`config.mk`:
```
export PLATFORM = sky130hd
export DESIGN_NAME = cicd_decoder
export DESIGN_NICKNAME = d
export VERILOG_FILES = /design/src/shared/cicd_pkg.sv /design/src/cicd_reg_view.sv /design/src/cicd_decoder.sv
export VERILOG_INCLUDE_DIRS = /design/src /design/src/shared
export SDC_FILE = /design/constraint.sdc
export NUM_CORES = 1
export LEC_CHECK = 0
export ABC_CLOCK_PERIOD_IN_PS = 5600
export BUFFER_PORTS_ARGS = -buffer_cell sky130_fd_sc_hd__buf_2
export CAP_MARGIN = 10
export CORE_MARGIN = 2
export CORE_UTILIZATION = 57
export DETAILED_ROUTE_END_ITERATION = 8
export GPL_TIMING_DRIVEN = 0
export PLACE_DENSITY_LB_ADDON = 0.12
export SLEW_MARGIN = 40
export SYNTH_ARGS = -nofsm -noshare
export SYNTH_HDL_FRONTEND = slang
export SYNTH_SLANG_ARGS = --single-unit
```
`constraint.sdc`:
```
create_clock -name core_clk -period 5.6 [get_ports core_clk]
set_input_delay 0.28 -clock core_clk [delete_from_list [all_inputs] [get_ports core_clk]]
set_output_delay 0.28 -clock core_clk [all_outputs]
set_load 0.01 [all_outputs]
```
`src/shared/cicd_map.svh`:
```
// Constants of the instruction class decoder: sizes, masks, fields and encodings.
`ifndef CICD_MAP_SVH
`define CICD_MAP_SVH

// -----------------------------------------------------------------------------
// Instruction set
// -----------------------------------------------------------------------------
`define CICD_OP_COUNT      7'h41
`define CICD_NREGS         8
`define CICD_SP_IDX        3'h7
`define CICD_ONE_REG       8'h01
`define CICD_MIN_LIST      2
`define CICD_TAS_REG_MASK  8'h33

// -----------------------------------------------------------------------------
// Allowed-size masks, one bit per size code (byte, word, long, none)
// -----------------------------------------------------------------------------
`define CICD_SZ_B          4'h1
`define CICD_SZ_BW         4'h3
`define CICD_SZ_WL         4'h6
`define CICD_SZ_L          4'h4
`define CICD_SZ_BWL        4'h7
`define CICD_SZ_NONE       4'h8

// -----------------------------------------------------------------------------
// Stack steps and address alignment
// -----------------------------------------------------------------------------
`define CICD_BYTES_WORD    32'h0000_0002
`define CICD_BYTES_LONG    32'h0000_0004
`define CICD_ALIGN_MASK    24'hFF_FFFE

// -----------------------------------------------------------------------------
// Fault vector bit positions
// -----------------------------------------------------------------------------
`define CICD_F_UNKNOWN     0
`define CICD_F_SIZE        1
`define CICD_F_PSYNC       2
`define CICD_F_SP_LIST     3
`define CICD_F_LIST_SHORT  4
`define CICD_F_TAS_REG     5

// -----------------------------------------------------------------------------
// Field lengths and register-file lanes
// -----------------------------------------------------------------------------
`define CICD_IMM8          6'h08
`define CICD_IMM16         6'h10
`define CICD_IMM24         6'h18
`define CICD_IMM32         6'h20
`define CICD_LANES_ALL     4'hF
`define CICD_LANES_LO16    4'h3
`define CICD_LANES_HI16    4'hC
`define CICD_LANES_B0      4'h1
`define CICD_LANES_B1      4'h2
`define CICD_SHIFT_NONE    5'h00
`define CICD_SHIFT_BYTE    5'h08
`define CICD_SHIFT_HALF    5'h10

`endif

```
`src/shared/cicd_pkg.sv`:
```
// Types of the instruction class decoder.
package cicd_pkg;

	typedef enum logic [1:0] {SZ_BYTE, SZ_WORD, SZ_LONG, SZ_NONE} cicd_size_t;

	typedef enum logic [2:0] {EA_REG, EA_IMM, EA_MEM, EA_STK_POP, EA_STK_PUSH} cicd_mode_t;

	typedef enum logic [2:0] {
		CL_TRANSFER, CL_ARITH, CL_LOGIC, CL_SHIFT, CL_BIT, CL_BRANCH, CL_SYSTEM, CL_BLOCK
	} cicd_class_t;

	typedef enum logic [6:0] {
		OP_GEN_XFER, OP_STK_LD_MULTI, OP_STK_ST_MULTI, OP_PSYNC_RD, OP_PSYNC_WR,
		OP_ADD, OP_SUB, OP_CMP, OP_NEG, OP_ADD_CARRY, OP_SUB_BORROW, OP_DEC_ADJ_ADD,
		OP_DEC_ADJ_SUB, OP_INCR, OP_DECR, OP_QADD_CONST, OP_QSUB_CONST, OP_UMUL, OP_UDIV,
		OP_SMUL, OP_SDIV, OP_ZERO_EXT, OP_SIGN_EXT, OP_TEST_SET,
		OP_AND, OP_OR, OP_XOR, OP_NOT,
		OP_ASHL, OP_ASHR, OP_LSHL, OP_LSHR, OP_ROL, OP_ROR, OP_ROLC, OP_RORC,
		OP_BIT_SET, OP_BIT_CLR, OP_BIT_INV, OP_BIT_TST, OP_BIT_LD, OP_BIT_ILD, OP_BIT_ST,
		OP_BIT_IST, OP_BIT_AND, OP_BIT_IAND, OP_BIT_OR, OP_BIT_IOR, OP_BIT_XOR, OP_BIT_IXOR,
		OP_BR_COND, OP_JUMP, OP_BR_SUB, OP_JUMP_SUB, OP_RET_SUB,
		OP_TRAP, OP_EXC_RET, OP_SLEEP, OP_CTL_LD, OP_CTL_ST, OP_CTL_AND, OP_CTL_OR,
		OP_CTL_XOR, OP_NOP,
		OP_BLK_COPY
	} cicd_op_t;

	typedef enum logic [1:0] {ST_IDLE, ST_PREP, ST_MEM, ST_REPORT} cicd_state_t;

	typedef struct packed {
		logic [6:0]  op;
		cicd_size_t  size;
		cicd_mode_t  mode;
		logic [3:0]  reg_spec;
		logic [7:0]  reg_list;
		logic [1:0]  imm_code;
		logic [23:0] pc;
	} cicd_ins_t;

	typedef struct packed {
		cicd_op_t    op;
		cicd_class_t cls;
		cicd_size_t  size;
		logic [5:0]  fault;
		logic [5:0]  imm_bits;
		logic [23:0] fetch_addr;
	} cicd_dec_t;

	typedef struct packed {
		logic        we;
		cicd_size_t  size;
		logic [23:0] addr;
		logic [31:0] wdata;
	} cicd_mem_t;

endpackage

```
`src/cicd_reg_view.sv`:
```
// Overlaid byte, half and long views of one general register.
`timescale 1ns/1ps
`default_nettype none
`include "cicd_map.svh"

module cicd_reg_view
	import cicd_pkg::*;
(
	input  wire cicd_size_t  size,
	input  wire logic [3:0]  spec,
	input  wire logic [31:0] rf_word,
	input  wire logic [31:0] field_in,
	output logic      [2:0]  er_idx,
	output logic      [3:0]  lanes,
	output logic      [31:0] field,
	output logic      [31:0] word_out
);

	// -------------------------------------------------------------------------
	// Decode of the register specifier
	// -------------------------------------------------------------------------
	// Byte: bit 3 picks low byte, else high byte. Half: bit 3 picks the extended half.
	logic [4:0]  shift;
	logic [31:0] keep;

	assign er_idx = spec[2:0];
	assign lanes  = (size == SZ_BYTE) ? (spec[3] ? `CICD_LANES_B0 : `CICD_LANES_B1) :
			(size == SZ_WORD) ? (spec[3] ? `CICD_LANES_HI16 : `CICD_LANES_LO16) :
			`CICD_LANES_ALL;
	assign shift  = (size == SZ_BYTE) ? (spec[3] ? `CICD_SHIFT_NONE : `CICD_SHIFT_BYTE) :
			(size == SZ_WORD) ? (spec[3] ? `CICD_SHIFT_HALF : `CICD_SHIFT_NONE) :
			`CICD_SHIFT_NONE;
	assign keep   = (size == SZ_BYTE) ? 32'h0000_00FF :
			(size == SZ_WORD) ? 32'h0000_FFFF : 32'hFFFF_FFFF;

	// -------------------------------------------------------------------------
	// Extraction and insertion
	// -------------------------------------------------------------------------
	assign field    = (rf_word >> shift) & keep;
	assign word_out = (field_in & keep) << shift;

endmodule // cicd_reg_view

`default_nettype wire

```
`src/cicd_decoder.sv`:
```
// Instruction class decoder with stack transfer sequencer.
`timescale 1ns/1ps
`default_nettype none
`include "cicd_map.svh"

// -----------------------------------------------------------------------------
// Summary of operation
// - Recognise exactly sixty-five instruction types.
// - General transfer allows byte, word, longword.
// - Single pop: word/long, post-increment from stack.
// - Single push: word/long, pre-decrement onto stack.
// - Multiple pop: longword only, post-increment.
// - Multiple push: longword only, pre-decrement.
// - Stack pointer never in register list.
// - Carry, decimal, quick, multiply, extend size limits.
// - Eight shift operations, all three sizes.
// - Fourteen bit operations, byte size only.
// - Nine system control operations.
// - Five branch types.
// - Register file has byte, half, long views.
// - Field lengths of 8, 16, 24, 32 bits.
// - Word/long addresses force bit zero low.
// -----------------------------------------------------------------------------

module cicd_decoder
	import cicd_pkg::*;
(
	input  wire logic        core_clk,
	input  wire logic        rst_n,
	input  wire logic        ins_valid,
	output logic             ins_ready,
	input  wire cicd_ins_t   ins,
	output logic             dec_valid,
	input  wire logic        dec_ready,
	output cicd_dec_t        dec,
	output logic      [2:0]  rf_rd_idx,
	input  wire logic [31:0] rf_rd_data,
	output logic             rf_wr_en,
	output logic      [2:0]  rf_wr_idx,
	output logic      [3:0]  rf_wr_lanes,
	output logic      [31:0] rf_wr_data,
	input  wire logic [31:0] sp_value,
	output logic             sp_wr_en,
	output logic      [31:0] sp_wr_data,
	output logic             mem_req,
	output cicd_mem_t        mem,
	input  wire logic [31:0] mem_rdata,
	input  wire logic        mem_ack
);

	// -------------------------------------------------------------------------
	// Decode functions
	// -------------------------------------------------------------------------
	function automatic cicd_class_t class_of(input cicd_op_t op);
		cicd_class_t c;
		c = CL_BLOCK;
		if (op <= OP_PSYNC_WR) c = CL_TRANSFER;
		else if (op <= OP_TEST_SET) c = CL_ARITH;
		else if (op <= OP_NOT) c = CL_LOGIC;
		else if (op <= OP_RORC) c = CL_SHIFT;
		else if (op <= OP_BIT_IXOR) c = CL_BIT;
		else if (op <= OP_RET_SUB) c = CL_BRANCH;
		else if (op <= OP_NOP) c = CL_SYSTEM;
		return c;
	endfunction

	function automatic logic [3:0] sizes_of(input cicd_op_t op);
		logic [3:0] m;
		case (op)
			OP_STK_LD_MULTI, OP_STK_ST_MULTI: m = `CICD_SZ_L;
			OP_QADD_CONST, OP_QSUB_CONST: m = `CICD_SZ_L;
			OP_ADD_CARRY, OP_SUB_BORROW, OP_DEC_ADJ_ADD, OP_DEC_ADJ_SUB: m = `CICD_SZ_B;
			OP_PSYNC_RD, OP_PSYNC_WR, OP_TEST_SET: m = `CICD_SZ_B;
			OP_UMUL, OP_UDIV, OP_SMUL, OP_SDIV: m = `CICD_SZ_BW;
			OP_ZERO_EXT, OP_SIGN_EXT: m = `CICD_SZ_WL;
			default: m = `CICD_SZ_BWL;
		endcase
		if (class_of(op) == CL_BIT) m = `CICD_SZ_B;
		if (class_of(op) inside {CL_BRANCH, CL_SYSTEM, CL_BLOCK}) m = `CICD_SZ_NONE;
		return m;
	endfunction

	// Ascending picks the lowest set bit, descending the highest.
	function automatic logic [2:0] pick_reg(input logic [7:0] set, input logic down);
		logic [2:0] idx;
		idx = '0;
		for (int i = 0; i < `CICD_NREGS; i++) begin
			if (set[i] && down) idx = 3'(i);
			if (set[`CICD_NREGS - 1 - i] && !down) idx = 3'(`CICD_NREGS - 1 - i);
		end
		return idx;
	endfunction

	// -------------------------------------------------------------------------
	// State
	// -------------------------------------------------------------------------
	cicd_state_t state_r, state_nxt;
	cicd_ins_t   ins_r, ins_nxt;
	cicd_dec_t   dec_r, dec_nxt;
	cicd_mem_t   mem_r, mem_nxt;
	logic [7:0]  rem_r, rem_nxt;
	logic [2:0]  cur_r, cur_nxt;
	logic [31:0] sp_work_r, sp_work_nxt;
	logic        mem_req_r, mem_req_nxt;
	logic        wr_en_r, wr_en_nxt;
	logic [2:0]  wr_idx_r, wr_idx_nxt;
	logic [3:0]  wr_lanes_r, wr_lanes_nxt;
	logic [31:0] wr_data_r, wr_data_nxt;
	logic        sp_wr_en_r, sp_wr_en_nxt;
	logic [31:0] sp_wr_data_r, sp_wr_data_nxt;

	// -------------------------------------------------------------------------
	// Instruction decode
	// -------------------------------------------------------------------------
	logic        in_range_w;
	cicd_op_t    op_w;
	logic        stk_mode_w;
	logic        single_w;
	logic        multi_w;
	logic [3:0]  allowed_w;
	logic [5:0]  fault_w;
	logic        start_stk_w;
	logic [7:0]  tas_ok_w;
	logic [5:0]  imm_bits_w;
	cicd_dec_t   dec_w;

	assign in_range_w  = ins.op < `CICD_OP_COUNT;
	assign op_w        = in_range_w ? cicd_op_t'(ins.op) : OP_NOP;
	assign stk_mode_w  = ins.mode inside {EA_STK_POP, EA_STK_PUSH};
	assign single_w    = (op_w == OP_GEN_XFER) && stk_mode_w;
	assign multi_w     = op_w inside {OP_STK_LD_MULTI, OP_STK_ST_MULTI};
	// Stack-pointer accesses refuse byte size, keeping the stack word aligned.
	assign allowed_w   = single_w ? `CICD_SZ_WL : sizes_of(op_w);
	assign tas_ok_w    = `CICD_TAS_REG_MASK;

	assign fault_w[`CICD_F_UNKNOWN]    = !in_range_w;
	assign fault_w[`CICD_F_SIZE]       = in_range_w && !allowed_w[ins.size];
	assign fault_w[`CICD_F_PSYNC]      = op_w inside {OP_PSYNC_RD, OP_PSYNC_WR};
	assign fault_w[`CICD_F_SP_LIST]    = multi_w && ins.reg_list[`CICD_SP_IDX];
	assign fault_w[`CICD_F_LIST_SHORT] = multi_w && ($countones(ins.reg_list) < `CICD_MIN_LIST);
	assign fault_w[`CICD_F_TAS_REG]    = (op_w == OP_TEST_SET) && !tas_ok_w[ins.reg_spec[2:0]];

	assign start_stk_w = (single_w || multi_w) && (fault_w == '0);

	assign imm_bits_w  = (ins.imm_code == 2'h0) ? `CICD_IMM8 :
			(ins.imm_code == 2'h1) ? `CICD_IMM16 :
			(ins.imm_code == 2'h2) ? `CICD_IMM24 : `CICD_IMM32;

	assign dec_w.op         = op_w;
	assign dec_w.cls        = class_of(op_w);
	assign dec_w.size       = ins.size;
	assign dec_w.fault      = fault_w;
	assign dec_w.imm_bits   = imm_bits_w;
	assign dec_w.fetch_addr = ins.pc & `CICD_ALIGN_MASK;

	// -------------------------------------------------------------------------
	// Register views and stack step
	// -------------------------------------------------------------------------
	logic        idle_w;
	cicd_size_t  view_size_w;
	logic [3:0]  view_spec_w;
	logic [2:0]  view_idx_w;
	logic [3:0]  view_lanes_w;
	logic [31:0] view_field_w;
	logic [31:0] view_word_w;
	logic        load_w;
	logic        multi_r_w;
	logic [31:0] step_w;
	logic [31:0] addr_full_w;

	assign idle_w      = state_r == ST_IDLE;
	assign view_size_w = idle_w ? ins.size : ins_r.size;
	assign view_spec_w = idle_w ? ins.reg_spec : ins_r.reg_spec;

	cicd_reg_view cicd_reg_view_i (
		.size     (view_size_w),
		.spec     (view_spec_w),
		.rf_word  (rf_rd_data),
		.field_in (mem_rdata),
		.er_idx   (view_idx_w),
		.lanes    (view_lanes_w),
		.field    (view_field_w),
		.word_out (view_word_w)
	);

	assign multi_r_w   = ins_r.op inside {OP_STK_LD_MULTI, OP_STK_ST_MULTI};
	assign load_w      = (ins_r.op == OP_STK_LD_MULTI) ||
			((ins_r.op == OP_GEN_XFER) && (ins_r.mode == EA_STK_POP));
	assign step_w      = (ins_r.size == SZ_WORD) ? `CICD_BYTES_WORD : `CICD_BYTES_LONG;
	assign addr_full_w = load_w ? sp_work_r : sp_work_r - step_w;

	// -------------------------------------------------------------------------
	// Sequencer
	// -------------------------------------------------------------------------
	always_comb begin
		state_nxt      = state_r;
		ins_nxt        = ins_r;
		dec_nxt        = dec_r;
		mem_nxt        = mem_r;
		rem_nxt        = rem_r;
		cur_nxt        = cur_r;
		sp_work_nxt    = sp_work_r;
		mem_req_nxt    = mem_req_r;
		wr_en_nxt      = 1'b0;
		wr_idx_nxt     = wr_idx_r;
		wr_lanes_nxt   = wr_lanes_r;
		wr_data_nxt    = wr_data_r;
		sp_wr_en_nxt   = 1'b0;
		sp_wr_data_nxt = sp_wr_data_r;
		unique case (state_r)
			ST_IDLE: begin
				if (ins_valid) begin
					ins_nxt     = ins;
					dec_nxt     = dec_w;
					sp_work_nxt = sp_value;
					rem_nxt     = multi_w ? ins.reg_list : (`CICD_ONE_REG << view_idx_w);
					cur_nxt     = pick_reg(rem_nxt, op_w == OP_STK_LD_MULTI);
					state_nxt   = start_stk_w ? ST_PREP : ST_REPORT;
				end
			end
			ST_PREP: begin
				mem_nxt.we    = !load_w;
				mem_nxt.size  = ins_r.size;
				mem_nxt.addr  = addr_full_w[23:0] & `CICD_ALIGN_MASK;
				mem_nxt.wdata = multi_r_w ? rf_rd_data : view_field_w;
				mem_req_nxt   = 1'b1;
				state_nxt     = ST_MEM;
			end
			ST_MEM: begin
				if (mem_ack) begin
					mem_req_nxt    = 1'b0;
					sp_wr_en_nxt   = 1'b1;
					sp_work_nxt    = load_w ? sp_work_r + step_w : addr_full_w;
					sp_wr_data_nxt = sp_work_nxt;
					if (load_w) begin
						wr_en_nxt    = 1'b1;
						wr_idx_nxt   = cur_r;
						wr_lanes_nxt = multi_r_w ? `CICD_LANES_ALL : view_lanes_w;
						wr_data_nxt  = multi_r_w ? mem_rdata : view_word_w;
					end
					rem_nxt   = rem_r & ~(`CICD_ONE_REG << cur_r);
					cur_nxt   = pick_reg(rem_nxt, load_w);
					state_nxt = (rem_nxt == '0) ? ST_REPORT : ST_PREP;
				end
			end
			ST_REPORT: begin
				if (dec_ready) state_nxt = ST_IDLE;
			end
		endcase
	end

	always_ff @(posedge core_clk) begin
		if (!rst_n) begin
			state_r      <= ST_IDLE;
			ins_r        <= '0;
			dec_r        <= '0;
			mem_r        <= '0;
			rem_r        <= '0;
			cur_r        <= '0;
			sp_work_r    <= '0;
			mem_req_r    <= 1'b0;
			wr_en_r      <= 1'b0;
			wr_idx_r     <= '0;
			wr_lanes_r   <= '0;
			wr_data_r    <= '0;
			sp_wr_en_r   <= 1'b0;
			sp_wr_data_r <= '0;
		end else begin
			state_r      <= state_nxt;
			ins_r        <= ins_nxt;
			dec_r        <= dec_nxt;
			mem_r        <= mem_nxt;
			rem_r        <= rem_nxt;
			cur_r        <= cur_nxt;
			sp_work_r    <= sp_work_nxt;
			mem_req_r    <= mem_req_nxt;
			wr_en_r      <= wr_en_nxt;
			wr_idx_r     <= wr_idx_nxt;
			wr_lanes_r   <= wr_lanes_nxt;
			wr_data_r    <= wr_data_nxt;
			sp_wr_en_r   <= sp_wr_en_nxt;
			sp_wr_data_r <= sp_wr_data_nxt;
		end
	end

	// -------------------------------------------------------------------------
	// Outputs
	// -------------------------------------------------------------------------
	assign ins_ready   = idle_w;
	assign dec_valid   = state_r == ST_REPORT;
	assign dec         = dec_r;
	assign rf_rd_idx   = cur_r;
	assign rf_wr_en    = wr_en_r;
	assign rf_wr_idx   = wr_idx_r;
	assign rf_wr_lanes = wr_lanes_r;
	assign rf_wr_data  = wr_data_r;
	assign sp_wr_en    = sp_wr_en_r;
	assign sp_wr_data  = sp_wr_data_r;
	assign mem_req     = mem_req_r;
	assign mem         = mem_r;

	// Order helper: last register moved in the current multiple transfer.
	logic [2:0] last_cur_r;
	logic       seen_r;
	always_ff @(posedge core_clk) begin
		if (!rst_n) begin
			last_cur_r <= '0;
			seen_r     <= 1'b0;
		end else if (idle_w) begin
			seen_r <= 1'b0;
		end else if ((state_r == ST_MEM) && mem_ack) begin
			last_cur_r <= cur_r;
			seen_r     <= 1'b1;
		end
	end
endmodule // cicd_decoder

`default_nettype wire

```
==> Word-level counts from Yosys, hierarchy flattened <==
Memories as Yosys holds them, arrays and structs flattened.
Index checks and enable logic that the tools add are counted.
W data, S select, Z words.
{ "op_classes": {"n_bitwise": 4, "multipliers": 0, "magnitude_cmp": 11, "reduce_logical": 67, "n_addsub": 9, "eq_ne": 24, "n_shift": 4, "mux": 86, "div": 0} }
{ "op_table": {"columns": ["op", "count"], "rows": [
  ["$mux W32", 8],
  ["$mux W3", 37],
  ["$and A32 B32 Y32", 2],
  ["$pmux W32 S2", 1],
  ["$mux W4", 10],
  ["$logic_and A1 B1 Y1", 37],
  ["$add A32 B3 Y32", 1],
  ["$shl A32 B5 Y32", 1],
  ["$shr A32 B5 Y32", 1],
  ["$sub A32 B3 Y32", 1],
  ["$le A7 B6 Y1 const B", 4],
  ["$mux W8", 3],
  ["$eq A7 B2 Y1 const B", 3],
  ["$mux W2", 9],
  ["$mux W6", 3],
  ["$pmux W8 S2", 1],
  ["$shl A1 B3 Y8 const A", 2],
  ["$eq A3 B3 Y1 const B", 5],
  ["$mux W5", 3],
  ["$eq A7 B1 Y1 const B", 2],
  ["$le A7 B5 Y1 const B", 2],
  ["$logic_not A7 Y1", 2],
  ["$reduce_and A3 Y1", 4],
  ["$reduce_bool A2 Y1", 6],
  ["30 further kinds", 57]
]} }
{ "word_totals": {"wordCells": 231, "output_inout_bits": 186, "inputBits": 151, "latch_bits": 0, "mem_count": 2, "reg_bits": 238, "mem_bits_ro": 104, "ram_bits": 0} }
{ "mem_list": {"columns": ["name", "words", "width", "rd", "rd_clocked_by_memory_dff", "wr", "line_no", "source"], "rows": [
  ["(name not given)", 32, 3, 1, 0, 0, "cicd_decoder.sv:69", "case (op)"],
  ["(name not given)", 8, 1, 1, 0, 0, "cicd_decoder.sv:141", "assign fault_w[`CICD_F_TAS_REG] = (op_w == OP_TEST_SET) && !tas_ok_w[ins.reg_spec[2:0]];"]
]} }

==> Longest topological paths before layout <==
Gate-level depths: netlist (run 1).
{ "logic_depth": {"word_depth": 23, "mapped_depth": 16, "mapped_depth_nobuf": 14} }

==> By module <==
A second synthesis (run 1) with hierarchy kept.
{ "hier_totals": {"cells_unflattened": 1735, "hier_area_um2": 13459.2} }
{ "by_module_without_submodules": {"columns": ["module", "seq_area_each_um2", "n_inst", "cells_each", "area_each_um2"], "rows": [
  ["cicd_decoder", 4704.5, 1, 1550, 12349.3],
  ["cicd_reg_view", 0.0, 1, 185, 1109.8]
]} }

==> Worst setup path after synthesis (run 1) <==
OpenSTA, ideal clock, no wires.
{ "synth_timing": {"path_kind": "input -> register", "from": "input port ins[26] in the netlist's numbering", "to": "register state_r[1]", "t_required_ns": 5.505, "n_path_buf": 0, "stages": 13, "setup_slack_ns": 2.443, "setup_time_ns": 0.095, "arrival_ns": 3.061, "path_cell_list": "fa_1 > inv_1 > fa_1 > fa_1 > nand2b_1 > fa_1 > nor2_1 > o211ai_1 > o21ai_0 > nand2_1 > a31oi_1 > a2111oi_0 > a221oi_1"} }
{ "synth_via": {"elab_chain_len": 10} }
{ "synth_rtl": {"columns": ["element", "line_no", "source"], "rows": [
  ["from (decl)", "cicd_decoder.sv:32", "input wire cicd_ins_t ins,"],
  ["$add A1 B1 Y2 (not written as such)", "cicd_decoder.sv:140", "assign fault_w[`CICD_F_LIST_SHORT] = multi_w && ($countones(ins.reg_list) < `CICD_MIN_LIST);"],
  ["$add A2 B2 Y3 (not written as such)", "cicd_decoder.sv:140", null],
  ["$add A3 B3 Y4 (not written as such)", "cicd_decoder.sv:140", null],
  ["$lt A4 B2 Y1 (no line)", null, null],
  ["$logic_and A1 B1 Y1", "cicd_decoder.sv:140", null],
  ["$logic_not A6 Y1", "cicd_decoder.sv:143", "assign start_stk_w = (single_w || multi_w) && (fault_w == '0);"],
  ["$logic_and A1 B1 Y1", "cicd_decoder.sv:143", null],
  ["$mux W2", "cicd_decoder.sv:218", "state_nxt = start_stk_w ? ST_PREP : ST_REPORT;"],
  ["$mux W2", "cicd_decoder.sv:212", "if (ins_valid) begin"],
  ["$pmux W2 S4", "cicd_decoder.sv:210", "unique case (state_r)"],
  ["to (signal assigned)", "cicd_decoder.sv:269", "state_r <= state_nxt;"],
  ["to (decl)", "cicd_decoder.sv:97", "cicd_state_t state_r, state_nxt;"]
]} }
No other way between the ends. The select of a mux whose other input is x is not followed.
A chain may end at the register's enable or synchronous reset.

==> metrics.log, run 1 <==
[metrics] final hold violation count: 0
[metrics] most common library cells after synthesis: 234 x dfxtp_1, 234 x nand2_1, 161 x a21oi_1
[metrics] number of gates on the worst path with buffers counted: 16
[metrics] number of instances in the placed design: between 2000 and 2500
[metrics] sink count of the clock tree: between 200 and 250
[metrics] Critical Path Start Type: primary input
[metrics] Num CTS Buffers: 25
[metrics] buffer and inverter count on the worst path: 7
[metrics] final period demand of the worst path: 3.92 ns
[metrics] I/O Pins: between 300 and 400
[metrics] top cell type's share of synthesized area: 38.5%
[metrics] slowest cell delay on critical path: 0.57 ns
[metrics] FF-to-FF path depth: 11
[metrics] vertical die dimension: 150 um
[metrics] last weighted congestion value of the routability-driven placer: 0.994
[metrics] fin cells: 2283
[metrics] Final Slew Violations: 0
[metrics] H-tree levels: 1
[metrics] # nets final: 2161
[metrics] dominant delay contributor by cell family on the critical path: compound AO/OA/AOI/OAI gates
[metrics] critical path type: primary input to flop
[metrics] total negative setup slack: 0 ns
[metrics] Max-Cap Viols: 0
[metrics] R2R setup slack: 1.96 ns
[metrics] antenna violations before repair: 1
[metrics] number of port buffers: approximately 330
[metrics] Worst Hold Margin: 0.00389 ns
[metrics] overflow left after global routing: 0
[metrics] post-route clock period utilization: 70.1%
[metrics] maximum fanout encountered on the critical timing path: 10
[metrics] number of cell rows: 53
[metrics] cell chosen for the clock root: clkbuf_16
[metrics] Pwr Density: 325 nW/um^2
[metrics] overall die area: 22500 um^2
[metrics] status: complete, no violations
[metrics] cell with the largest stage delay on the worst path: a21oi_1
[metrics] Worst path most repeated cell: clkbuf_1
[metrics] slew at the pin closest to its max-slew limit: 0.870 ns
[metrics] Achievable Freq: between 200 and 300 MHz
[metrics] GR Util All Layers: 41.1%
[metrics] CP startpoint: ins[49]
[metrics] synthesized area per cell: 7.57 um^2
[metrics] biggest area contributors in the synthesized netlist: dfxtp_1 39%, nand2_1 7.2%, a21oi_1 6.6%
[metrics] Critical Path End Type: flop
[metrics] biggest area consumer among synthesized cells: dfxtp_1
[metrics] detailed-route via count: 14500
[metrics] class of the worst hold path: primary input to flop
[metrics] critical register-to-register path endpoint: sp_wr_data[23]$_SDFFE_PN0P_
[metrics] Die Wd: 150 um
[metrics] clock tree from TritonCTS: done
[metrics] sequential cell area fraction in the yosys report: 38.5%
[metrics] Slew headroom: 42.0%
[metrics] core occupancy in the finished layout: 72.8%
[metrics] DRC viols: 0
[metrics] initial standard-cell utilization of the core: around three fifths
[metrics] critical path, cell by cell: buf_2, clkbuf_1, inv_1, a21oi_1, nor2_1, inv_1, ha_1, clkbuf_1, nor2_1, or3_1, clkbuf_1, clkbuf_1, o21ai_0, a22oi_1, a311oi_1, o221ai_1
[metrics] proportion of register bits with asynchronous set or reset after synthesis: 0%
[metrics] ratio of cells with drive above 1 in the final layout: 19.9%
[metrics] Syn-to-layout area delta: 25.6%
[metrics] unrepaired setup endpoints after global routing: no
[metrics] count of antenna-violating nets left after detailed routing: 0
[metrics] total of cells resized after clock tree synthesis: 0
[metrics] synthesized netlist cell count: 1606
[metrics] worst clock skew: about 0.012 ns
[metrics] worst vdd rail ir drop: about 0.00022 V
[metrics] number of synthesized register bits: 234
[metrics] first-pass GRT wire length: slightly above 70000 um
[metrics] summed instance area of the synthesized netlist: 12200 um^2
[metrics] EDFF count, synth: 0
[metrics] maximum number of pins on one net before global-route repair: 14
[metrics] Primary FF master, synth: dfxtp_1
[metrics] leakage power: 6.38 nW
[metrics] number of vias per cell: 6.35
[metrics] vias in the first global route: 13200
[metrics] number of unique standard cell types used by synthesis: 75
[metrics] number of iterations in the first detailed-routing pass: 5
[metrics] routed wire length: just under 50000 um
[metrics] arrival time of data at the critical path endpoint: 4.31 ns
[metrics] Worst Setup EP: rf_rd_idx[0]$_SDFFE_PN0P_
[metrics] Setup Fix Bufs, Post-CTS: 0
[metrics] largest buffer count on any clock path: 3
[metrics] post-DP HPWL: approximately 36000 um
[metrics] Iter 0 DRT Violations: between 1500 and 2000
[metrics] required time reported for the critical path endpoint: 5.99 ns
[metrics] area of the core: 21000 um^2
[metrics] average wire length per cell after detail routing: 21.3 um
[metrics] Yosys warning total: 0
[metrics] launch point of the worst reg-to-reg path: dec[36]$_SDFFE_PN0P_
[metrics] post-CTS clock slew at the launch and capture registers of the worst setup and hold paths: 0.06 ns
[metrics] final-report setup violation count: 0
[metrics] source-to-sink clock delay at the later pin of the worst-skew pair: 0.55 ns
## final cells by class
type | count | area (um^2)
Multi-Input combinational cell | 1188 | 6760
Clock buffer | 36 | 717
Tap cell | 275 | 344
Sequential cell | 234 | 4680
Inverter | 34 | 128
Timing Repair Buffer | 354 | 1900
Antenna cell | 1 | 2.50
Buffer | 154 | 627
Fill cell | 1748 | 5690
Clock inverter | 7 | 104
## where the power goes
part           switching, mW  total, mW  internal (mW)
clock network          0.701       1.68          0.983
registers             0.0841       1.87           1.79
logic                  0.925       1.40          0.474
total                   1.71       4.95           3.24
## cell families after synthesis
logic type / Yosys count / share of synthesized area, %
simple gates: 645 / 24.6
xor+xnor: 39 / 2.81
flops: 234 / 38.5
fa+ha+maj: 19 / 2.33
mux: 20 / 1.66
compound gates: 460 / 23.8
other cells: 1 / 0.0308
buf+inv: 188 / 6.20
## worst min-delay path by stage
| stage | depth (start not counted) | slack (ns) | startpoint | to |
|---|---|---|---|---|
| 2_1_floorplan | 2 | 0.41 | sp_value[30] | sp_work_r[30]$_SDFFE_PN0P_ |
| 3_3_place_gp | 2 | 0.44 | mem[31]$_SDFFE_PN0P_ | mem[31]$_SDFFE_PN0P_ |
| 3_5_place_dp | 2 | 0.44 | ins_r[48]$_SDFFE_PN0P_ | ins_r[48]$_SDFFE_PN0P_ |
| 4_1_cts | 3 | 0.002 | ins[39] | ins_r[39]$_SDFFE_PN0P_ |
| 5_1_grt | 3 | 0.009 | ins[39] | ins_r[39]$_SDFFE_PN0P_ |
| 6_report | 3 | 0.004 | sp_value[30] | sp_work_r[30]$_SDFFE_PN0P_ |
## tightest hold or removal path: stages
cell     delay, ns
buf_2         0.08
nand3_1       0.08
nand3_1       0.07
## stage by stage
step	power [mW]	worst slack [ns]	instance area, um^2
finish	4.95	1.68	15300
global route	5.13	1.38	15300
CTS	4.90	1.82	15200
detailed placement	3.23	1.28	14200
global placement	3.20	1.27	14200
floorplan	2.74	2.44	12200
## layout by cell type, fill, tap and decap left out, drive strengths merged, types with 6 or more instances in the layout
cell	Yosys	final
a31oi	25	25
o211ai	20	20
a41oi	11	11
o22ai	22	22
buf	20	349
o311ai	16	16
o21ai	82	82
xnor2	23	23
ha	13	13
clkinv	2	6
fa	6	6
a211oi	43	43
nor4	9	9
or2	7	7
xor2	16	16
dlygate4sd3	0	25
mux2i	19	19
or3	16	16
nand2	234	234
nor2b	10	10
and3	31	31
a21oi	161	161
nand3	73	73
dfxtp	234	234
nand4	15	15
a221oi	13	13
clkbuf	134	170
nand2b	12	12
and2	7	7
a22oi	19	19
nor2	140	140
inv	32	33
nor3	66	66
## registers in the layout, indices dropped and copies added (netlist names)
signal,count
rf_wr_data,32
mem_req,1
sp_work_r,32
sp_wr_data,32
ins_r,14
rf_rd_idx,3
rf_wr_lanes,3
dec,44
state_r,2
rf_wr_en,1
sp_wr_en,1
mem,58
rf_wr_idx,3
rem_r,8
## repair_timing
action | 4_1_cts | 5_1_grt
endpoints found under the setup margin | 0 | 0
hold endpoints to repair | 25 | 0
hold buffers | 25 | 0
## per-layer routing
metal  GRT usage, %  vias up  share of wire (%)
met3           7.53      219                 12
met2           66.8     1064                 45
met1           51.4     6684                 37
met4           23.2        2                6.4
li1               -     6520                  -
met5              0        -              0.018
(Power assumes the default switching activity.)
==> inputs of run 2 (changes only) <==
ABC_CLOCK_PERIOD_IN_PS = 3340   (was 5600)
CORE_UTILIZATION = 48   (was 57)
clock period = 3.34 ns   (was 5.6 ns; I/O delays follow)
==> metrics.log, run 2 (same netlist as run 1, synthesis figures left out) <==
[metrics] Achievable Freq: approximately 310 MHz
[metrics] cell with the largest stage delay on the worst path: or4_1 (was a21oi_1)
[metrics] number of iterations in the first detailed-routing pass: 5 (unchanged)
[metrics] most common cell after layout, fill and taps aside: buf_2 (unchanged)
[metrics] FF-to-FF path depth: 8 (was 11)
[metrics] slowest cell delay on critical path: 0.62 ns (was 0.57 ns)
[metrics] last weighted congestion value of the routability-driven placer: 0.974 (was 0.994)
[metrics] logic gate share of total power: 27.0% (was 28.2%)
[metrics] count of cells along the worst hold path: 5 (was 3)
[metrics] dominant delay contributor by cell family on the critical path: buffers and inverters (was compound AO/OA/AOI/OAI gates)
[metrics] count of antenna-violating nets left after detailed routing: 0 (unchanged)
[metrics] Finished Cell Area: 16600 um^2 (was 15300 um^2)
[metrics] Flop pwr share: 34.8% (was 37.8%)
[metrics] I/O Pins: 337 (unchanged)
[metrics] Post-DP Area: 14300 um^2 (was 14200 um^2)
[metrics] post-DP HPWL: 37000 um (was 36100 um)
[metrics] number of cell rows: 58 (was 53)
[metrics] clock network fraction of total power: 38.2% (was 34.0%)
[metrics] Max-Cap Viols: 0 (unchanged)
[metrics] Pwr Density: 543 nW/um^2 (was 325 nW/um^2)
[metrics] Iter 0 DRT Violations: 1560 (was 1528)
[metrics] post-CTS clock slew at the launch and capture registers of the worst setup and hold paths: 0.06 ns (about the same)
[metrics] Critical Path End Type: flop (unchanged)
[metrics] final-report setup violation count: 0 (unchanged)
[metrics] DRC viols: 0 (unchanged)
[metrics] source-to-sink clock delay at the later pin of the worst-skew pair: 0.56 ns (was 0.55 ns)
[metrics] critical path, cell by cell: or4_1, a2111oi_4, buf_2, nand2_1, clkbuf_1, clkbuf_1, a221oi_1, nor3_1 (was buf_2, clkbuf_1, inv_1, a21oi_1, nor2_1, inv_1, ha_1, clkbuf_1, nor2_1, or3_1, clkbuf_1, clkbuf_1, o21ai_0, a22oi_1, a311oi_1, o221ai_1)
[metrics] share of total power consumed by net switching: 33.2% (was 34.5%)
[metrics] final period demand of the worst path: about 3.2 ns
[metrics] number of port buffers: 329 (unchanged)
[metrics] maximum fanout encountered on the critical timing path: 10 (unchanged)
[metrics] unrepaired setup endpoints after global routing: no (unchanged)
[metrics] Final Slew Violations: 0 (unchanged)
[metrics] # nets final: 2263 (was 2161)
[metrics] Worst path most repeated cell: clkbuf_1 (unchanged)
[metrics] initial standard-cell utilization of the core: 48.6% (was 58.0%)
[metrics] overflow left after global routing: 0 (unchanged)
[metrics] sink count of the clock tree: 234 (unchanged)
[metrics] status: complete, no violations (unchanged)
[metrics] R2R setup slack: 0.14 ns (was 1.96 ns)
[metrics] Slew headroom: 41.0% (was 42.0%)
[metrics] antenna violations before repair: 0 (was 1)
[metrics] Setup Fix Bufs, Post-CTS: 0 (unchanged)
[metrics] vertical die dimension: 163 um (was 150 um)
[metrics] required time reported for the critical path endpoint: 3.76 ns (was 5.99 ns)
[metrics] clock tree from TritonCTS: done (unchanged)
[metrics] post-route clock period utilization: 95.7%
[metrics] area of the core: 25000 um^2 (was 21000 um^2)
[metrics] first-pass GRT wire length: 75200 um (was 72200 um)
[metrics] detailed-route via count: 14500 (about the same)
[metrics] Worst Hold Margin: 0.0288 ns (was 0.00389 ns)
[metrics] average wire length per cell after detail routing: 20.9 um (was 21.3 um)
[metrics] routed wire length: 51100 um (was 48700 um)
[metrics] number of vias per cell: 5.93 (was 6.35)
[metrics] final hold violation count: 0 (unchanged)
[metrics] class of the worst hold path: primary input to flop (unchanged)
[metrics] H-tree levels: 1 (unchanged)
[metrics] GR Util All Layers: 36.2% (was 41.1%)
[metrics] slew at the pin closest to its max-slew limit: 0.885 ns (was 0.870 ns)
[metrics] cell chosen for the clock root: clkbuf_16 (unchanged)
[metrics] ratio of cells with drive above 1 in the final layout: 20.2% (was 19.9%)
[metrics] total negative setup slack: 0 ns (unchanged)
[metrics] largest buffer count on any clock path: 3 (unchanged)
[metrics] commonest cells after routing, fill and taps aside: 334 x buf_2, 234 x nand2_1, 233 x dfxtp_1 (was 334 x buf_2, 234 x nand2_1, 234 x dfxtp_1)
[metrics] number of flip-flops in the largest register: 58 (unchanged)
[metrics] launch point of the worst reg-to-reg path: ins_r[45]$_SDFFE_PN0P_ (was dec[36]$_SDFFE_PN0P_)
[metrics] Die Wd: 163 um (was 150 um)
[metrics] buffer and inverter count on the worst path: 3 (was 7)
[metrics] worst vdd rail ir drop: 0.000460 V (was 0.000218 V)
[metrics] critical register-to-register path endpoint: rf_wr_data[11]$_SDFFE_PN0P_ (was sp_wr_data[23]$_SDFFE_PN0P_)
[metrics] critical path type: flop to flop (was primary input to flop)
[metrics] overall die area: 26600 um^2 (was 22500 um^2)
[metrics] leakage power: 6.93 nW (was 6.38 nW)
[metrics] maximum number of pins on one net before global-route repair: 15 (was 14)
[metrics] arrival time of data at the critical path endpoint: 3.61 ns (was 4.31 ns)
[metrics] vias in the first global route: 13500 (was 13200)
[metrics] Net Switching: 3.00 mW (was 1.71 mW)
[metrics] Syn-to-layout area delta: 36.7% (was 25.6%)
[metrics] Critical Path Start Type: flop (was primary input)
[metrics] cell-internal power: 6.03 mW (was 3.24 mW)
[metrics] Num CTS Buffers: 27 (was 25)
[metrics] worst clock skew: 0.0156 ns (was 0.0119 ns)
[metrics] worst hold path endpoint: sp_work_r[10]$_SDFFE_PN0P_ (was sp_work_r[30]$_SDFFE_PN0P_)
[metrics] min-delay src: sp_value[10] (was sp_value[30])
[run 2: tightest hold or removal path, delay by kind of cell]
family                 cells  cell delay [ns]
AO/OA/AOI/OAI              2             0.14
AND/OR/NAND/NOR            2             0.16
buffers and inverters      1             0.08
[run 2: what timing repair did]
action | CTS | global route
endpoints found under the setup margin | 10 | 33
cloned | 0 | 0
gates resized for setup | 4 | 11
hold buffers | 127 | 0
hold endpoints to repair | 129 | 0
pin swaps | 0 | 0
[run 2: worst max-delay path by stage]
stage / slack (ns) / startpoint / endpoint / cells after the start
3_5_place_dp: -0.94 / ins[49] / rf_rd_idx[0]$_SDFFE_PN0P_ / 16
4_1_cts: 0.07 / ins[43] / rf_rd_idx[0]$_SDFFE_PN0P_ / 16
6_report: 0.14 / ins_r[45]$_SDFFE_PN0P_ / rf_wr_data[11]$_SDFFE_PN0P_ / 8
2_1_floorplan: 0.30 / ins[26] / state_r[1]$_SDFFE_PN0P_ / 13
3_3_place_gp: -0.99 / ins[49] / rf_rd_idx[0]$_SDFFE_PN0P_ / 16
5_1_grt: 0.008 / dec[37]$_SDFFE_PN0P_ / sp_work_r[18]$_SDFFE_PN0P_ / 10
[run 2: final cells by class]
| class | count | area, um^2 |
|---|---|---|
| Multi-Input combinational cell | 1188 | 6810 |
| Clock inverter | 12 | 234 |
| Fill cell | 2199 | 8410 |
| Buffer | 152 | 624 |
| Timing Repair Buffer | 456 | 2920 |
| Clock buffer | 38 | 807 |
| Antenna cell | 1 | 2.50 |
| Inverter | 34 | 128 |
| Tap cell | 330 | 413 |
| Sequential cell | 234 | 4690 |
[run 2: power by group through the flow]
stage / clock network (mW) / registers, mW / logic [mW]
floorplan: 0 / 3.23 / 1.37
global placement: 0 / 3.18 / 2.22
detailed placement: 0 / 3.19 / 2.24
CTS: 3.46 / 3.13 / 2.37
global route: 3.57 / 3.16 / 2.63
finish: 3.45 / 3.14 / 2.44
[run 2: metal layers]
metal / wire [um] / vias to the layer above / GRT usage [%] / share of wire, %
li1: - / 6728 / - / -
met1: 21000 / 6834 / 47.2 / 41
met2: 23500 / 800 / 59.5 / 46
met3: 4440 / 141 / 5.87 / 8.7
met4: 2030 / 0 / 15.4 / 4.0
met5: 0 / - / 0 / 0
[run 2: through the flow]
stage                     std cells  power, mW  util [%]  setup WS [ns]
after floorplan                1610       4.59         -          0.296
after global placement         2269       5.40      56.8         -0.991
after detailed placement       2269       5.43      56.9         -0.941
after CTS                      2445       8.96      66.2         0.0745
after global routing           2444       9.36      66.4        0.00790
final                          2445       9.03      66.4          0.144
==> inputs of run 3 (changes only) <==
CORE_ASPECT_RATIO = 1.1   (was not set)
GPL_ROUTABILITY_DRIVEN = 0   (was not set)
==> metrics.log, run 3 (same netlist as run 1, synthesis figures left out) <==
[metrics] clock network fraction of total power: 33.5% (was 38.2%)
[metrics] number of iterations in the first detailed-routing pass: 6 (was 5)
[metrics] vias in the first global route: 13400 (was 13500)
[metrics] critical path, cell by cell: or4_1, a2111oi_4, buf_2, nand2_1, clkbuf_1, clkbuf_1, a221oi_1, nor3_1 (unchanged)
[metrics] number of cell rows: 61 (was 58)
[metrics] Finished Cell Area: 16400 um^2 (was 16600 um^2)
[metrics] fin cells: 2427 (was 2445)
[metrics] logic gate share of total power: 29.1% (was 27.0%)
[metrics] status: complete, no violations (unchanged)
[metrics] Critical Path Start Type: flop (unchanged)
[metrics] slowest cell delay on critical path: 0.61 ns (was 0.62 ns)
[metrics] post-CTS clock slew at the launch and capture registers of the worst setup and hold paths: 0.06 ns (about the same)
[metrics] final critical-path setup slack: 0.120 ns (was 0.144 ns)
[metrics] # nets final: 2262 (was 2263)
[metrics] dominant delay contributor by cell family on the critical path: buffers and inverters (unchanged)
[metrics] cell with the largest stage delay on the worst path: or4_1 (unchanged)
[metrics] leakage power: 6.82 nW (was 6.93 nW)
[metrics] Pwr Density: 511 nW/um^2 (was 543 nW/um^2)
[metrics] largest buffer count on any clock path: 3 (unchanged)
[metrics] Final Slew Violations: 0 (unchanged)
[metrics] overflow left after global routing: 0 (unchanged)
[metrics] Achievable Freq: 311 MHz (was 313 MHz)
[metrics] maximum number of pins on one net before global-route repair: 14 (was 15)
[metrics] class of the worst hold path: primary input to flop (unchanged)
[metrics] most common cell after layout, fill and taps aside: buf_2 (unchanged)
[metrics] detailed-route via count: 14600 (was 14500)
[metrics] Post-DP Area: 14200 um^2 (was 14300 um^2)
[metrics] average wire length per cell after detail routing: 20.3 um (was 20.9 um)
[metrics] clock tree from TritonCTS: done (unchanged)
[metrics] final-report setup violation count: 0 (unchanged)
[metrics] share of total power consumed by net switching: 34.8% (was 33.2%)
[metrics] critical path type: flop to flop (unchanged)
[metrics] number of flip-flops in the largest register: 58 (unchanged)
[metrics] post-DP HPWL: 35400 um (was 37000 um)
[metrics] routed wire length: 49200 um (was 51100 um)
[metrics] worst clock skew: 0.0115 ns (was 0.0156 ns)
[metrics] Die Wd: 156 um (was 163 um)
[metrics] Worst path most repeated cell: clkbuf_1 (unchanged)
[metrics] Flop pwr share: 37.4% (was 34.8%)
[metrics] I/O Pins: 337 (unchanged)
[metrics] GR Util All Layers: 34.8% (was 36.2%)
[metrics] required time reported for the critical path endpoint: 3.74 ns (was 3.76 ns)
[metrics] Syn-to-layout area delta: 34.9% (was 36.7%)
[metrics] setup slack after placement: -0.711 ns (was -0.941 ns)
[metrics] area of all sequential standard cells: 4690 um^2 (unchanged)
[metrics] DRC viols: 0 (unchanged)
[metrics] unrepaired setup endpoints after global routing: no (unchanged)
[metrics] number of vias per cell: 6.01 (was 5.93)
[metrics] cell-internal power: 5.46 mW (was 6.03 mW)
[metrics] area of the core: 25100 um^2 (was 25000 um^2)
[metrics] source-to-sink clock delay at the later pin of the worst-skew pair: 0.54 ns (was 0.56 ns)
[metrics] fill cell total of the finished layout: 2255 (was 2199)
[metrics] buffer and inverter count on the worst path: 3 (unchanged)
[metrics] count of antenna-violating nets left after detailed routing: 0 (unchanged)
[metrics] number of port buffers: 329 (unchanged)
[metrics] first-pass GRT wire length: 73100 um (was 75200 um)
[metrics] number of instances in the placed design: 2254 (was 2269)
[metrics] Num CTS Buffers: 26 (was 27)
[metrics] Max-Cap Viols: 0 (unchanged)
[metrics] core occupancy in the finished layout: 65.3% (was 66.4%)
[metrics] sink count of the clock tree: 234 (unchanged)
[metrics] arrival time of data at the critical path endpoint: 3.62 ns (was 3.61 ns)
[metrics] final hold violation count: 0 (unchanged)
[metrics] initial standard-cell utilization of the core: 48.4% (was 48.6%)
[metrics] slew at the pin closest to its max-slew limit: 0.895 ns (was 0.885 ns)
[metrics] antenna violations before repair: 1 (was 0)
[metrics] Net Switching: 2.92 mW (was 3.00 mW)
[metrics] ratio of cells with drive above 1 in the final layout: 20.1% (was 20.2%)
[metrics] maximum fanout encountered on the critical timing path: 10 (unchanged)
[metrics] commonest cells after routing, fill and taps aside: 334 x buf_2, 234 x nand2_1, 233 x dfxtp_1 (unchanged)
[metrics] post-route clock period utilization: 96.4% (was 95.7%)
[metrics] Worst Hold Margin: 0.0125 ns (was 0.0288 ns)
[metrics] worst vdd rail ir drop: 0.000363 V (was 0.000460 V)
[metrics] cell chosen for the clock root: clkbuf_16 (unchanged)
[metrics] H-tree levels: 1 (unchanged)
[metrics] Iter 0 DRT Violations: 1498 (was 1560)
[metrics] final period demand of the worst path: 3.22 ns (was 3.20 ns)
[metrics] area of the multi-input gates: 6830 um^2 (was 6810 um^2)
[metrics] Inserted Diodes: 0 (was 1)
[metrics] Slew headroom: 40.3% (was 41.0%)
[metrics] overall die area: 26600 um^2 (about the same)
[metrics] vertical die dimension: 171 um (was 163 um)
[metrics] Critical Path End Type: flop (unchanged)
[run 3: final cells by class]
cell class                      count  area share, %
Multi-Input combinational cell   1188           41.6
Timing Repair Buffer              455           17.7
Clock buffer                       33           4.31
Sequential cell                   234           28.6
Clock inverter                     15          0.755
Tap cell                          315           2.40
Inverter                           34          0.778
Buffer                            153           3.82
[run 3: timing repair]
action                     4_1_cts  5_1_grt
cloned                           0        0
gates resized for setup          5       16
hold endpoints to repair       126        1
buffers inserted                 0        0
hold buffers                   124        2
setup endpoints to repair        7       36
[run 3: tightest hold or removal path: stages]
cell     delay (ns)
buf_2          0.09
nand4_1        0.07
o21ai_0        0.08
a211o_1        0.10
[run 3: worst paths after layout]
check / startpoint / end / slack, ns / cells past startpoint
worst max-delay path: ins_r[45]$_SDFFE_PN0P_ / rf_wr_data[13]$_SDFFE_PN0P_ / 0.12 / 8
worst min-delay path: sp_value[20] / sp_work_r[20]$_SDFFE_PN0P_ / 0.01 / 4
worst min register to register: mem[2]$_SDFFE_PN0P_ / mem[2]$_SDFFE_PN0P_ / 0.45 / 2
worst max register to register: ins_r[45]$_SDFFE_PN0P_ / rf_wr_data[13]$_SDFFE_PN0P_ / 0.12 / 8
[run 3: through the flow]
step	TNS, ns	total power [mW]
after floorplan	0	4.59
after global routing	0	8.73
after global placement	-4.11	5.37
final	0	8.38
after detailed placement	-3.78	5.41
after CTS	0	8.32
[run 3: metal layers]
layer	vias up	GRT usage, %	part of all wire [%]
met5	-	0	0.024
met4	2	16.7	4.8
met3	171	5.52	9.5
met2	892	58.0	47
met1	6789	44.1	39
li1	6723	-	-
[run 3: power by group through the flow]
stage | logic [mW] | clock network (mW) | registers [mW]
6_report | 2.44 | 2.81 | 3.14
5_1_grt | 2.63 | 2.95 | 3.16
4_1_cts | 2.36 | 2.84 | 3.13
3_5_place_dp | 2.22 | 0 | 3.19
3_3_place_gp | 2.19 | 0 | 3.18
2_1_floorplan | 1.37 | 0 | 3.23
